[config.mk]
export PLATFORM = sky130hd
export DESIGN_NAME = smpc_top
export DESIGN_NICKNAME = d
export VERILOG_FILES = /design/src/hdl/smpc_pkg.sv /design/src/hdl/smpc_resolve.sv /design/src/hdl/smpc_top.sv
export SDC_FILE = /design/constraint.sdc
export NUM_CORES = 1
export LEC_CHECK = 0
export BUFFER_PORTS_ARGS = -buffer_cell sky130_fd_sc_hd__buf_4
export CORE_MARGIN = 10
export CORE_UTILIZATION = 45
export DETAILED_ROUTE_END_ITERATION = 12
export PLACE_DENSITY = 0.75
export RECOVER_POWER = 50
export SETUP_SLACK_MARGIN = 0.05
export SLEW_MARGIN = 20
export SYNTH_ARGS = -nofsm -noshare
export SYNTH_HDL_FRONTEND = slang
export SYNTH_SLANG_ARGS = --single-unit
export TNS_END_PERCENT = 20
[constraint.sdc]
create_clock -name ref_clk -period 1.5 [get_ports ref_clk]
set_input_delay 0.075 -clock ref_clk [delete_from_list [all_inputs] [get_ports ref_clk]]
set_output_delay 0.075 -clock ref_clk [all_outputs]
set_load 0.01 [all_outputs]
[src/hdl/smpc_pkg.sv]
// package for the stop-mode power controller: modes, peripheral ids, structs
`default_nettype none
package smpc_pkg;
   // peripheral index layout for clock gates and wake resets
   localparam int SMPC_NUM_PERIPH = 8;
   localparam int SMPC_P_CLKGEN   = 0;
   localparam int SMPC_P_TIMER1   = 1;
   localparam int SMPC_P_TIMER2   = 2;
   localparam int SMPC_P_CONV     = 3;
   localparam int SMPC_P_KBD      = 4;
   localparam int SMPC_P_SERIAL1  = 5;
   localparam int SMPC_P_SERIAL2  = 6;
   localparam int SMPC_P_SPI      = 7;
   localparam int SMPC_P_I2C      = 8;
   localparam int SMPC_NUM_MOD    = 9;

   // reset values
   localparam logic [8:0] SMPC_GATE_RST  = 9'h1_FF;
   localparam logic [8:0] SMPC_WRST_RST  = 9'h0_00;
   // cycles the wake reset pulse to peripherals is held
   localparam int         SMPC_WAKE_RST_CYC = 2;
   localparam logic [1:0] SMPC_WAKE_RST_CNT = 2'(SMPC_WAKE_RST_CYC);

   // power state of the controller
   typedef enum logic [3:0] {
      SMPC_RUN   = 4'b0001,
      SMPC_LIGHT = 4'b0010,
      SMPC_DEEP  = 4'b0100,
      SMPC_WAKE  = 4'b1000
   } smpc_state_e;

   // configuration bits sampled at the stop instruction
   typedef struct packed {
      logic lowvolt_detect_enable;
      logic lowvolt_detect_in_stop_enable;
      logic stop_depth_select;
      logic stop_instruction_enable;
      logic debug_mode_enable;
      logic osc_in_stop_enable;
      logic converter_async_clock;
   } smpc_cfg_s;

   // power and domain controls sent outward
   typedef struct packed {
      logic regulator_standby;
      logic debug_clk_en;
      logic clkgen_standby;
      logic osc_run;
      logic conv_standby;
      logic core_standby;
      logic logic_power_off;
      logic pin_hold;
      logic kbd_wake_en;
   } smpc_pwr_s;
endpackage
`default_nettype wire

[src/hdl/smpc_resolve.sv]
// stop-mode resolver: chooses deep or light stop from the configuration
`default_nettype none
module smpc_resolve
   import smpc_pkg::*;
(
   // configuration
   input  wire smpc_cfg_s cfg,
   // resolved choice
   output logic           want_deep,
   output logic           lvd_in_stop,
   output logic           keep_reg
);
   // overrides of deep stop by low-voltage watch or debug
   always_comb begin
      lvd_in_stop = cfg.lowvolt_detect_enable & cfg.lowvolt_detect_in_stop_enable;
      want_deep   = cfg.stop_depth_select & ~lvd_in_stop
                    & ~cfg.debug_mode_enable;
      keep_reg    = lvd_in_stop | cfg.debug_mode_enable;
   end
endmodule
`default_nettype wire

[src/hdl/smpc_top.sv]
// stop-mode power controller top: stop sequencing, gating and wake resets
`default_nettype none
module smpc_top
   import smpc_pkg::*;
#(
   parameter int NUM_MOD = SMPC_NUM_MOD
)(
   // clock, reset, enable
   input  wire logic                ref_clk,
   input  wire logic                rst_n,
   input  wire logic                clk_en,
   // core side
   input  wire logic                stop_exec,
   input  wire smpc_cfg_s           cfg,
   input  wire logic                wake_event,
   input  wire logic                pin_release_ack,
   // low-voltage detector
   input  wire logic                lowvolt_trip,
   input  wire logic                lowvolt_reset_select,
   // status and resets
   output logic                     deep_stop_wake_flag,
   output logic                     illegal_op_reset,
   output logic                     lowvolt_irq,
   output logic                     lowvolt_reset,
   output logic                     in_stop,
   // power and domain controls
   output smpc_pwr_s                pwr,
   // per-module clock gates and wake resets
   output logic [NUM_MOD-1:0]       periph_clk_en,
   output logic [NUM_MOD-1:0]       periph_wake_rst
);
   typedef struct packed {
      smpc_state_e        st;
      logic               flag;
      logic               ill;
      logic               lv_irq;
      logic               lv_rst;
      logic               lv_seen;
      logic               stp;
      smpc_pwr_s          pw;
      logic [NUM_MOD-1:0] gate;
      logic [NUM_MOD-1:0] wrst;
      logic [1:0]         cnt;
      logic               osc_keep;
      logic               conv_keep;
   } smpc_state_s;

   smpc_state_s r;
   smpc_state_s next_r;
   logic        want_deep;
   logic        lvd_in_stop;
   logic        keep_reg;

   smpc_resolve u_resolve (
      .cfg         (cfg),
      .want_deep   (want_deep),
      .lvd_in_stop (lvd_in_stop),
      .keep_reg    (keep_reg)
   );

   // all-ones mask built at module width
   function automatic logic [NUM_MOD-1:0] all_mods();
      return {NUM_MOD{1'b1}};
   endfunction

   // next-state logic; stop sequencing plus low-voltage events
   always_comb begin
      next_r = r;
      next_r.ill = 1'b0;
      // low-voltage edge gives a one-shot irq or reset
      next_r.lv_seen = lowvolt_trip;
      next_r.lv_irq  = 1'b0;
      next_r.lv_rst  = 1'b0;
      if (lowvolt_trip & ~r.lv_seen & cfg.lowvolt_detect_enable) begin
         next_r.lv_irq = ~lowvolt_reset_select;
         next_r.lv_rst = lowvolt_reset_select;
      end
      // ack clears flag and opens latches; set side lives in run (deep entry), deep and wake states
      if (pin_release_ack & (r.st == SMPC_RUN)) begin
         next_r.flag        = 1'b0;
         next_r.pw.pin_hold = 1'b0;
      end
      case (r.st)
         SMPC_RUN: begin
            next_r.wrst = '0;
            if (stop_exec) begin
               if (!cfg.stop_instruction_enable) begin
                  next_r.ill = 1'b1;
               end else begin
                  next_r.stp = 1'b1;
                  next_r.gate = '0;
                  next_r.pw.debug_clk_en = cfg.debug_mode_enable;
                  next_r.pw.regulator_standby = ~keep_reg;
                  next_r.pw.core_standby = 1'b1;
                  next_r.pw.clkgen_standby = 1'b1;
                  next_r.osc_keep = cfg.osc_in_stop_enable;
                  next_r.conv_keep = cfg.converter_async_clock;
                  if (want_deep) begin
                     next_r.st = SMPC_DEEP;
                     next_r.pw.pin_hold = 1'b1;
                     next_r.pw.logic_power_off = 1'b1;
                     next_r.pw.osc_run = 1'b0;
                     next_r.pw.conv_standby = 1'b1;
                     next_r.pw.kbd_wake_en = 1'b0;
                  end else begin
                     // light stop keeps registers, so pins need no latch
                     next_r.st = SMPC_LIGHT;
                     next_r.pw.osc_run = cfg.osc_in_stop_enable;
                     next_r.pw.conv_standby = ~cfg.converter_async_clock;
                     next_r.pw.kbd_wake_en = 1'b1;
                  end
               end
            end
         end
         SMPC_LIGHT: begin
            if (wake_event) begin
               next_r.st = SMPC_RUN;
               next_r.stp = 1'b0;
               next_r.gate = all_mods();
               next_r.pw = '0;
               next_r.pw.pin_hold = r.pw.pin_hold;
            end
         end
         SMPC_DEEP: begin
            if (wake_event) begin
               next_r.st = SMPC_WAKE;
               next_r.pw.logic_power_off = 1'b0;
               next_r.pw.regulator_standby = 1'b0;
               next_r.wrst = all_mods();
               next_r.cnt = SMPC_WAKE_RST_CNT;
               next_r.flag = 1'b1;
            end
         end
         SMPC_WAKE: begin
            // peripherals held in reset while their clocks restart
            next_r.flag = 1'b1;
            next_r.gate = all_mods();
            if (r.cnt <= 2'h1) begin
               next_r.st = SMPC_RUN;
               next_r.stp = 1'b0;
               next_r.wrst = '0;
               next_r.pw = '0;
               next_r.pw.pin_hold = 1'b1;
               next_r.cnt = '0;
            end else begin
               next_r.cnt = r.cnt - 2'h1;
            end
         end
         default: begin
            next_r.st = SMPC_RUN;
         end
      endcase
   end

   // state register; clock enable freezes everything
   always_ff @(posedge ref_clk or negedge rst_n) begin
      if (!rst_n) begin
         r <= '{st: SMPC_RUN, gate: {NUM_MOD{1'b1}}, default: '0};
      end else if (clk_en) begin
         r <= next_r;
      end
   end

   // outputs straight from flops
   always_comb begin
      deep_stop_wake_flag = r.flag;
      illegal_op_reset    = r.ill;
      lowvolt_irq         = r.lv_irq;
      lowvolt_reset       = r.lv_rst;
      in_stop             = r.stp;
      pwr                 = r.pw;
      periph_clk_en       = r.gate;
      periph_wake_rst     = r.wrst;
   end
endmodule
`default_nettype wire

**After elaboration in Yosys (flattened, before gate mapping)**

Index checks and enable logic that the tools add are counted.

- Reduce and logical (&&, ||, !) cells: 12
- Bitwise logic cells: 13
- Shift operators: 0
- Add/sub/neg operators: 1
- Div/mod/pow operators: 0
- $mul: 0
- Muxes and demuxes: 32
- $lt $le $gt $ge: 1
- Equality and inequality tests: 11

Operators with widths:

| kind | number |
|---|---|
| two-way mux 19 bit | 3 |
| one-hot mux 11 bit (3 select lines) | 1 |
| one-hot mux 9 bit (3 select lines) | 1 |
| two-way mux 4 bit | 4 |
| one-hot mux 4 bit (4 select lines) | 1 |
| one-hot mux 5 bit (3 select lines) | 1 |
| != test 2 bit (second input constant) | 6 |
| AND reduction 6 bit | 2 |
| two-way mux 11 bit | 1 |
| two-way mux 10 bit | 1 |
| two-way mux 9 bit | 1 |
| two-way mux 2 bit | 4 |
| one-hot mux 1 bit (4 select lines) | 2 |
| AND reduction 8 bit | 1 |
| two-way mux 1 bit | 7 |
| AND reduction 7 bit | 1 |
| AND 1 bit | 6 |
| NOT 1 bit | 6 |
| nonzero test 3 bit | 2 |
| two-way mux 5 bit | 1 |
| AND reduction 5 bit | 1 |
| == test 4 x 1 -> 1 bit (second input constant) | 1 |
| == test 4 x 2 -> 1 bit (second input constant) | 1 |
| == test 4 x 3 -> 1 bit (second input constant) | 1 |
| 14 further kinds | 14 |

- Flip-flop bits (word level): 39
- Memory bits (writable): 0
- Bits in read-only memories: 0
- Word-level logic and storage cells: 89
- Input bits: 15
- Output and inout port bits: 32
- Memories: 0
- Latch bits: 0

**Longest topological paths before layout**

Gate-level depths: netlist of run 1.

- Depth in word-level cells: 8
- Gate-level depth with buffers: 6
- Mapped depth without buffers: 5

**Modules after synthesis**

Synthesis of run 1 repeated with hierarchy kept, for this count alone.

- Cells, all modules: 148
- Area total of the unflattened synthesis: 1393.8 sq um

By module, submodules not included:

| module | area an instance (sq um) | times used | sequential area each (sq um) | cells each |
|---|---|---|---|---|
| smpc_top | 1368.8 | 1 | 528.0 | 144 |
| smpc_resolve | 25.0 | 1 | 0.0 | 4 |

**Worst setup path before layout of run 1**

Ideal clock, no wire load.

- Path kind: reg-to-reg
- Start point: reg r[37] (netlist name)
- End point: reg r[3] (netlist name)
- Clock period less this slack: 1549 ps
- Stages on the path, launching flop included: 7
- Arrival time: 1428 ps
- Path slack: -49 ps
- Required time: 1379 ps
- Path buffers: 1
- Setup time: 121 ps
- Cells stage by stage: dfstp_2 > buf_2 > nor4b_1 > a21oi_1 > nor2b_2 > nand2b_1 > a22o_1

- Cells in the longest elaborated chain, start to end: 3
- Elaborated cells on any way between the ends: 6
- Those cells by class: eq/ne: 3; mux: 1; reduce/logical: 2

Ends and longest elaborated chain:

| what | RTL line | text |
|---|---|---|
| start: declaration | smpc_top.sv:48 | `smpc_state_s r;` |
| start signal: assignment | smpc_top.sv:160 | `r <= next_r;` |
| == test 4 x 3 -> 1 bit or == test 4 bit (tied branches) | smpc_top.sv:83 | `case (r.st)` |
| != test 2 bit (no line) or nonzero test 2 bit (tied branches) | n/a |  |
| AND reduction 3 bit (no line) | n/a |  |

Parallel ways exist; a longest one is shown, timed or not.
A chain may end at the register's enable or synchronous reset.

**Worst setup path in the final report of run 1**

- Start point: reg r[40] (netlist name)
- End point: reg r, in the netlist pwr[7]

- Cells in the longest elaborated chain, start to end: 3
- Elaborated cells on any way between the ends: 10
- Those cells by class: eq/ne: 7; mux: 1; reduce/logical: 2

Ends and longest elaborated chain:

| what | RTL line |
|---|---|
| == test 4 bit, or another cell as far along | smpc_top.sv:83 |
| != test 2 bit (no line) or nonzero test 3 bit (tied branches) | n/a |
| AND reduction 6 bit (no line) | n/a |

Parallel ways exist; a longest one is shown, timed or not.

==> results of run 1 <==
==> flip-flops by register name (all words and copies together), names as in the netlist <==
register and count:
r 7, lowvolt_reset 1, periph_wake_rst 1, periph_clk_en 1, pwr 7, in_stop 1, illegal_op_reset 1, deep_stop_wake_flag 1
lowvolt_irq 1
==> layer usage <==
metal	GRT usage [%]	wire, µm
met3	3.29	269
met5	0	0
met2	22.4	1780
met4	2.52	35
met1	14.6	1400
==> kinds of logic (layout without fill, tap and decap cells) <==
| family | count (synthesis) | in the layout |
|---|---|---|
| compound gates | 33 | 33 |
| xor+xnor | 3 | 3 |
| buf+inv | 36 | 72 |
| flops | 21 | 21 |
| mux | 3 | 3 |
| simple gates | 40 | 40 |
==> power by group through the flow <==
stage          sequential, mW  combinational (mW)  clock, mW
5_1_grt                 0.971                1.60      0.308
4_1_cts                 0.937                1.46      0.287
2_1_floorplan           0.907               0.993          0
6_report                0.936                1.47      0.287
3_5_place_dp            0.938                1.37          0
3_3_place_gp            0.922                1.35          0
==> area by class of cell <==
cell class	count	area, µm²
well taps	31	38.8
flip-flops and latches	21	532
clock inverters	1	5.00
fillers	234	1080
clock buffers	3	22.5
multi-input cells	79	634
inverters	3	11.3
repair buffers	65	485
==> placed cells by master, fill, tap and decap left out, types with 4 or more instances in the layout <==
cell type,count
buf_4,55
dfrtp_1,16
nand2_1,10
o21ai_0,6
a21o_1,5
clkbuf_1,5
nor2_1,4
a22o_1,4
nand3_1,4
==> worst paths after layout <==
| check | from | endpoint | slack, ns | cells after the start |
|---|---|---|---|---|
| max in group asynchronous | rst_n | r[39] | 0.27 | 2 |
| worst min register to register | pwr[4] | pwr[4] | 0.49 | 1 |
| worst min-delay path | cfg[1] | pwr[5] | 0.005 | 2 |
| min in group asynchronous | rst_n | pwr[7] | 0.49 | 2 |
| worst max-delay path | r[40] | pwr[7] | -0.03 | 6 |
| worst max register to register | r[40] | pwr[7] | -0.03 | 6 |
==> through the flow <==
stage                     hold WS, ns  setup slack (ns)  util (%)
final                         0.00479           -0.0322      61.6
after global routing          0.00198            -0.104      61.6
after CTS                     0.00841           -0.0461      61.2
after detailed placement      -0.0248           -0.0634      57.7
after global placement        -0.0272           -0.0303      57.7
after floorplan                -0.221          0.000583         -
==> repair_timing <==
action | in CTS | in global routing
hold buffers | 2 | 0
endpoints found under the hold margin | 22 | 0
endpoints found under the setup margin | 17 | 17
gates resized for setup | 8 | 6
setup buffers | 2 | 1
pin swaps | 7 | 2
==> worst max-delay path, stage by stage (launching register included) <==
cell     delay (ns)
dfrtp_2        0.49
buf_4          0.17
nor3b_2        0.27
o21ai_4        0.10
and2_4         0.18
o21ai_2        0.10
a22o_1         0.17
==> Yosys cell counts, types with 2 or more instances <==
cell and count:
a22o_1 4, dfstp_2 2, a21o_1 5, nand4b_1 2, mux2_2 2, a21oi_1 5
nor2_1 4, inv_1 3, nand3_1 5, o21ai_0 6, nand2_1 11, nand2b_1 3
o21ai_1 2, nand3b_1 2, o22ai_1 2, dfrtp_1 19, buf_2 3, buf_4 28
xnor2_1 2
==> flow_summary.yaml, run 1 <==
clock_tree:
  cts.sinks: 21
  cts_buffers: 3
  clk_pin_slew_ns: 0.13
  tritoncts: "built"
  cts_buffer_depth: 2
  htree_num_levels: 1
  cts-root-buf: "clkbuf_4"
  clk_latency_ns: 0.31
detailed_routing:
  finalWirelength_um: 3490
  vias_per_cell: 5.46
  route.detailed.drc: 0
  dr.pass1.iters: 4
  wl_per_cell_um: 17.2
  postRouteAntennaNets: 0
  drt_iter0_drc: 25
  vias: 1108
critical_path:
  cp.required_ns: 1.76
  path_class: "flop to flop"
  crit_arrival_ns: 1.79
  cp_max_fo: 6
  start_kind: "flop"
  endpoint_kind: "flop"
power_and_ir_drop:
  total_power_mw: 2.70
  power_density_nw_per_um2: 1560
  p_sw_mw: 1.05
  p_int_mw: 1.65
  p_leak_nw: 0.830
  p_comb_share_pct: 54.6
  switching_share_pct: 38.8
  p_seq_share_pct: 34.7
  vdd_ir_drop_max_v: 0.000918
  power.share.clock_pct: 10.7
placed_design:
  placed_area_um2: 1620
  gp_congestion: 0.913
  io_buffers: 46
  place_hpwl_um: 2620
  post-place-cells: 194
timing:
  period_share_pct: 102
  setup_viol: 8
  tightest_slew_ns: 1.12
  fin_ws_ns: -0.0322
  rsz0062_at_grt: "true"
  fin_tns_setup_ns: -0.163
  hold_viol_final: 0
  finalCriticalPeriod_ns: 1.53
  slew_headroom_pct: 25.1
  worst_clock_skew_ns: 0.00280
  slew_violations: 0
  max_freq_mhz: 653
global_routing:
  grt_pass1_wl_um: 5650
  grt_start_max_net_pins: 22
  antenna_found_initial: 0
  grt_use_total_pct: 12.5
  overflow: 0
  grt_pass1_vias: 1195
die:
  fp.dieW_um: 74.7
  start_util_pct: 48.1
  rows: 19
  die_y_um: 74.7
  core-area_um2: 2810
  die_area_um2: 5590
  ios: 47
logic_synthesis:
  yosys_warnings: 0
  synthesis.area_um2: 1350
  async_flop_share_pct: 100
  synth_xor_area_share_pct: 1.95
  synthMuxAreaShare_pct: 2.41
  synth_compound_area_share_pct: 17.5
  syn_nets: 151
  postSynthAreaPerCell_um2: 9.92
  yosys.area.top_type: "dfrtp_1"
  synth_fa_ha_area_share_pct: 0
  synth_edf_count: 0
  ys_ff_latch: 21
  postSynthCellCount: 136
  ys_seq_area_share_pct: 39.1
  synth_top_family_by_area: "simple AND/OR/NAND/NOR gates"
  yosys_most_used_dff: "dfrtp_1"
  synth_top_area_share_pct: 35.3
  synth.area.top_cells: "dfrtp_1, buf_4, dfstp_2, nand2_1, a21o_1"
  synth_cell_type_count: 45
  synthSimpleGateAreaFrac_pct: 20.3
cells_and_area:
  nNetsFinal: 188
  diodes: 0
  drive_above_1_share_pct: 52.3
  syn_to_final_growth_pct: 28.2
  stdcell_count: 203
  final_cell_area_um2: 1730
hold_path:
  hold_path_class: "input port to flop"
status:
  failed_checks: "negative setup slack"
  status: "complete, but fails checks"
run:
  max-cap-violations: 0
(Power assumes the default switching activity.)
==> run 2, diff against run 1 <==
--- a/config.mk
+++ b/config.mk
@@ -6,9 +6,12 @@
 export NUM_CORES = 1
 export LEC_CHECK = 0
 export BUFFER_PORTS_ARGS = -buffer_cell sky130_fd_sc_hd__buf_4
+export CAP_MARGIN = 5
+export CORE_ASPECT_RATIO = 1.25
 export CORE_MARGIN = 10
 export CORE_UTILIZATION = 45
 export DETAILED_ROUTE_END_ITERATION = 12
+export HOLD_SLACK_MARGIN = 0.12
 export PLACE_DENSITY = 0.75
 export RECOVER_POWER = 50
 export SETUP_SLACK_MARGIN = 0.05
==> run 2 against run 1 <==
- the flow still finishes with violations (negative setup slack)
- sequential cell count is the same
- critical path depth unchanged
- sequential share of layout area down 2.0 points
- worst hold slack improved by 0.16 ns
- non-clock buffer count grew 11
- register-to-register slack got worse by 0.08 ns
- via count up 4.8%
- first-iteration DRC count down 32%
- clock skew decreased by 0.00069 ns
- largest cell class unchanged
- largest power group unchanged
- highest routed layer unchanged
==> flow_summary.yaml, run 2 (synthesis gave the netlist of run 1 again) <==
cells_and_area:
  utilization_pct: 63.4
  nNetsFinal: 199
  nFillCells: 240
  syn_to_final_growth_pct: 37.2
  drive_above_1_share_pct: 47.5
  final_common_cell: "buf_4"
  layout_common_cells: "buf_4, dfrtp_1, dlygate4sd3_1"
  multi_input_area_um2: 644
  diodes: 0
  stdcell_count: 219
  seqCellArea_um2: 532
power_and_ir_drop:
  switching_share_pct: 39.5
  p_sw_mw: 1.08
  vdd_ir_drop_max_v: 0.000888
  power_density_nw_per_um2: 1480
  p_int_mw: 1.66
  p_seq_share_pct: 34.1
  p_comb_share_pct: 55.3
  p_leak_nw: 0.866
  power.share.clock_pct: 10.6
global_routing:
  grt_pass1_vias: 1210
  antenna_found_initial: 0
  grt_use_total_pct: 12.3
  grt_pass1_wl_um: 5420
  grt_start_max_net_pins: 22
  overflow: 0
timing:
  rsz0062_at_grt: "true"
  setup_viol: 15
  max_freq_mhz: 620
  slew_headroom_pct: 22.7
  worst_clock_skew_ns: 0.00210
  period_share_pct: 107
  fin_tns_setup_ns: -0.504
  fin_ws_ns: -0.112
  tightest_slew_ns: 1.16
  hold_viol_final: 0
  finalCriticalPeriod_ns: 1.61
  slew_violations: 0
run:
  max-cap-violations: 0
clock_tree:
  tritoncts: "built"
  htree_num_levels: 1
  cts_buffers: 3
  clk_pin_slew_ns: 0.12
  cts.sinks: 21
  cts_buffer_depth: 2
  clk_latency_ns: 0.31
  cts-root-buf: "clkbuf_4"
placed_design:
  io_buffers: 46
  gp_congestion: 0.903
  place_hpwl_um: 2670
  post-place-cells: 199
critical_path:
  worst-r2r-cell-count: 6
  crit_buf_inv: 1
  cp.required_ns: 1.71
  cpMaxStageDelayCell: "dfrtp_2"
  worstReg2RegEnd: "r[3]"
  start_kind: "flop"
  r2r-start: "r[40]"
  slowest_delay_ns: 0.48
  cp_cell_sequence: "buf_6, nor4b_4, a21oi_2, nor2b_2, nand2b_1, a22o_1"
  path_delay_family: "simple AND/OR/NAND/NOR gates"
  cp_max_fo: 7
  path_class: "flop to flop"
  crit_arrival_ns: 1.82
  reg2reg_slack_ns: -0.11
  endpoint_kind: "flop"
die:
  die_y_um: 81.2
  fp.dieW_um: 69.0
  die_area_um2: 5600
  ios: 47
  rows: 22
  start_util_pct: 46.2
  core-area_um2: 2920
hold_path:
  min_from: "wake_event"
  hold_end: "pwr[1]"
  hold_path_class: "input port to flop"
  worst_hold_path.num_cells: 4
status:
  status: "complete, but fails checks"
  failed_checks: "negative setup slack"
detailed_routing:
  vias: 1161
  drt_iter0_drc: 17
  postRouteAntennaNets: 0
  finalWirelength_um: 3760
  dr.pass1.iters: 4
  vias_per_cell: 5.30
  wl_per_cell_um: 17.2
  route.detailed.drc: 0
## run 2: cell types whose count changed in the layout (fill, tap and decap cells not counted), sizes merged
cell         delta
dlygate4sd3    +11
clkbuf          +4
buf             -3
clkinv          -1
## run 2: timing repair
action | in CTS | in global routing
pin swaps | 4 | 9
resized for setup | 3 | 16
hold endpoints to repair | 31 | 0
buffers inserted | 2 | 1
hold buffers | 13 | 0
setup endpoints to repair | 17 | 17
## run 2: cell type report
type	count	share of cell area, %
Multi-Input combinational cell	79	34.8
Clock buffer	4	1.42
Sequential cell	21	28.7
Tap cell	36	2.43
Timing Repair Buffer	76	32.0
Inverter	3	0.609
## run 2: worst register-to-register path, cell delays in order, from the launching register on
cell,delay [ns]
dfrtp_2,0.48
buf_6,0.16
nor4b_4,0.34
a21oi_2,0.11
nor2b_2,0.14
nand2b_1,0.09
a22o_1,0.20
## run 2: per-layer routing
layer | vias to the layer above | track usage [%] | wire length [µm] | part of all wire (%)
met1 | 564 | 12.2 | 1360 | 36
met2 | 45 | 22.3 | 2050 | 54
met4 | 0 | 5.14 | 34 | 0.90
met5 | - | 0 | 0 | 0
met3 | 4 | 3.99 | 320 | 8.5
li1 | 548 | - | - | -
## run 2: how the worst max path moves through the flow
| stage | startpoint | endpoint | slack [ns] | depth (start not counted) |
|---|---|---|---|---|
| floorplan | r[39] | pwr[5] | 0.0006 | 5 |
| global placement | r[40] | r[3] | -0.008 | 6 |
| detailed placement | r[40] | pwr[5] | -0.05 | 5 |
| CTS | r[38] | pwr[2] | -0.04 | 5 |
| global route | r[40] | r[3] | -0.16 | 6 |
| finish | r[40] | r[3] | -0.11 | 6 |
## run 2: power groups by stage
stage | logic, mW | registers, mW | clock network, mW
floorplan | 0.993 | 0.907 | 0
global placement | 1.34 | 0.925 | 0
detailed placement | 1.37 | 0.937 | 0
CTS | 1.43 | 0.925 | 0.288
global route | 1.63 | 0.961 | 0.314
finish | 1.51 | 0.933 | 0.289
## run 2: stage by stage
step	setup WS [ns]	hold WS, ns	total power, mW	area (µm²)
6_report	-0.112	0.166	2.74	1850
5_1_grt	-0.160	0.188	2.91	1850
4_1_cts	-0.0406	0.151	2.64	1810
3_5_place_dp	-0.0532	-0.0239	2.31	1630
3_3_place_gp	-0.00763	-0.0244	2.26	1630
2_1_floorplan	0.000583	-0.221	1.90	1370
==> run 3, diff against run 2 <==
--- a/config.mk
+++ b/config.mk
@@ -5,15 +5,16 @@
 export SDC_FILE = /design/constraint.sdc
 export NUM_CORES = 1
 export LEC_CHECK = 0
+export ABC_CLOCK_PERIOD_IN_PS = 1500
 export BUFFER_PORTS_ARGS = -buffer_cell sky130_fd_sc_hd__buf_4
 export CAP_MARGIN = 5
 export CORE_ASPECT_RATIO = 1.25
 export CORE_MARGIN = 10
-export CORE_UTILIZATION = 45
+export CORE_UTILIZATION = 40
 export DETAILED_ROUTE_END_ITERATION = 12
 export HOLD_SLACK_MARGIN = 0.12
-export PLACE_DENSITY = 0.75
-export RECOVER_POWER = 50
+export PLACE_DENSITY = 0.68
+export RECOVER_POWER = 100
 export SETUP_SLACK_MARGIN = 0.05
 export SLEW_MARGIN = 20
 export SYNTH_ARGS = -nofsm -noshare
==> run 3 against run 2 <==
- the run still ends with negative setup slack left
- core utilization decreased by 12 points
- design area decreased by 10%
- clock power increased by 30%
- power decreased by 6.0%
- combinational power decreased by 16%
- maximum frequency increased by 2.9%
- critical endpoint is now pwr[5]
- via count decreased by 0.95%
- first-iteration DRC count increased to 2.5 times the previous value
- global-route usage decreased by 0.44 points
- critical path type unchanged
==> flow_summary.yaml, run 3 (synthesis gave the netlist of run 1 again) <==
clock_tree:
  cts.sinks: 21
  cts_buffers: 3
  clk_latency_ns: 0.26
  clk_pin_slew_ns: 0.08
  cts-root-buf: "clkbuf_8"
  tritoncts: "built"
  htree_num_levels: 1
  cts_buffer_depth: 2
timing:
  max_freq_mhz: 638
  period_share_pct: 104
  fin_tns_setup_ns: -0.437
  finalCriticalPeriod_ns: 1.57
  hold_viol_final: 0
  slew_headroom_pct: 22.9
  tightest_slew_ns: 1.16
  rsz0062_at_grt: "true"
  setup_viol: 14
  fin_ws_ns: -0.0670
  slew_violations: 0
  worst_clock_skew_ns: 0.00167
cells_and_area:
  final_cell_area_um2: 1660
  diodes: 0
  multi_input_area_um2: 631
  nFillCells: 333
  syn_to_final_growth_pct: 23.4
  drive_above_1_share_pct: 32.2
  layout_common_cells: "clkbuf_1, buf_4, dfrtp_1"
  final_common_cell: "clkbuf_1"
  nNetsFinal: 190
  seqCellArea_um2: 531
status:
  failed_checks: "negative setup slack"
  status: "complete, but fails checks"
die:
  die_area_um2: 6110
  ios: 47
  start_util_pct: 41.8
  core-area_um2: 3220
  fp.dieW_um: 71.9
  die_y_um: 84.9
  rows: 23
critical_path:
  cp_cell_sequence: "nor4b_4, and3_4, o21ai_4, a32o_1"
  cp_max_fo: 6
  start_kind: "flop"
  cp.required_ns: 1.65
  endpoint_kind: "flop"
  cpMaxStageDelayCell: "dfrtp_2"
  slowest_delay_ns: 0.47
  path_class: "flop to flop"
  crit_arrival_ns: 1.72
detailed_routing:
  vias: 1150
  route.detailed.drc: 0
  drt_iter0_drc: 43
  dr.pass1.iters: 4
  finalWirelength_um: 3550
  postRouteAntennaNets: 0
  vias_per_cell: 5.45
  wl_per_cell_um: 16.8
global_routing:
  antenna_found_initial: 0
  overflow: 0
  grt_pass1_vias: 1234
  grt_pass1_wl_um: 5980
  grt_start_max_net_pins: 22
  grt_use_total_pct: 11.8
hold_path:
  hold_path_class: "input port to flop"
placed_design:
  placed_area_um2: 1610
  dp_slack_ns: -0.0926
  gp_congestion: 0.849
  io_buffers: 46
  place_hpwl_um: 2690
power_and_ir_drop:
  vdd_ir_drop_max_v: 0.000758
  p_leak_nw: 0.728
  power_density_nw_per_um2: 1540
  total_power_mw: 2.57
run:
  max-cap-violations: 0
==> run 3: cell types whose count changed in the layout (fill, tap and decap cells not counted), sizes merged <==
cell	before	now
buf	55	27
dlygate4sd3	13	7
clkbuf	12	37
==> run 3: final timing paths <==
check	from	to	slack, ns	depth (start not counted)
max	r[40]	pwr[5]	-0.07	4
min	cfg[3]	illegal_op_reset	0.13	3
max reg2reg	r[40]	pwr[5]	-0.07	4
min reg2reg	r[2]	r[2]	0.47	1
max in group asynchronous	rst_n	r[40]	0.17	2
min in group asynchronous	rst_n	r[32]	0.56	2
==> run 3: final cells by class <==
class | instances | area share [%]
Clock buffer | 4 | 2.71
Timing Repair Buffer | 67 | 24.1
Sequential cell | 21 | 31.9
Multi-Input combinational cell | 79 | 37.9
Inverter | 3 | 0.677
Tap cell | 37 | 2.78
==> run 3: per-layer routing <==
layer  wire [µm]  part of all wire, %  global-route usage (%)
met3         326                  9.2                    5.01
met4          53                  1.5                    5.82
met5           0                    0                       0
met2        1780                   50                    20.0
met1        1390                   39                    12.1
==> run 3: metrics by stage <==
step	cells	util [%]	hold WS [ns]
detailed placement	198	50.0	-0.0182
finish	211	51.6	0.128
floorplan	136	-	-0.221
global placement	198	50.0	-0.0234
CTS	210	54.4	0.121
global route	211	51.6	0.141
==> run 3: repair_timing <==
item	CTS	global route
setup buffers	2	0
endpoints found under the setup margin	15	17
cloned	0	0
hold buffers	6	1
pin swaps	5	3
resized for setup	6	4
hold endpoints to repair	26	1
==> run 3: where the power goes <==
part / total [mW] / internal, mW / switching [mW]
logic: 1.27 / 0.595 / 0.674
registers: 0.925 / 0.760 / 0.164
clock network: 0.377 / 0.189 / 0.187
total: 2.57 / 1.54 / 1.03
==> run 3: critical path: cells and delay by family, from the launching register on <==
family	cells	cell delay (ns)
AOI/OAI and AO/OA	2	0.29
and+or+nand+nor	2	0.70
DFF	1	0.47
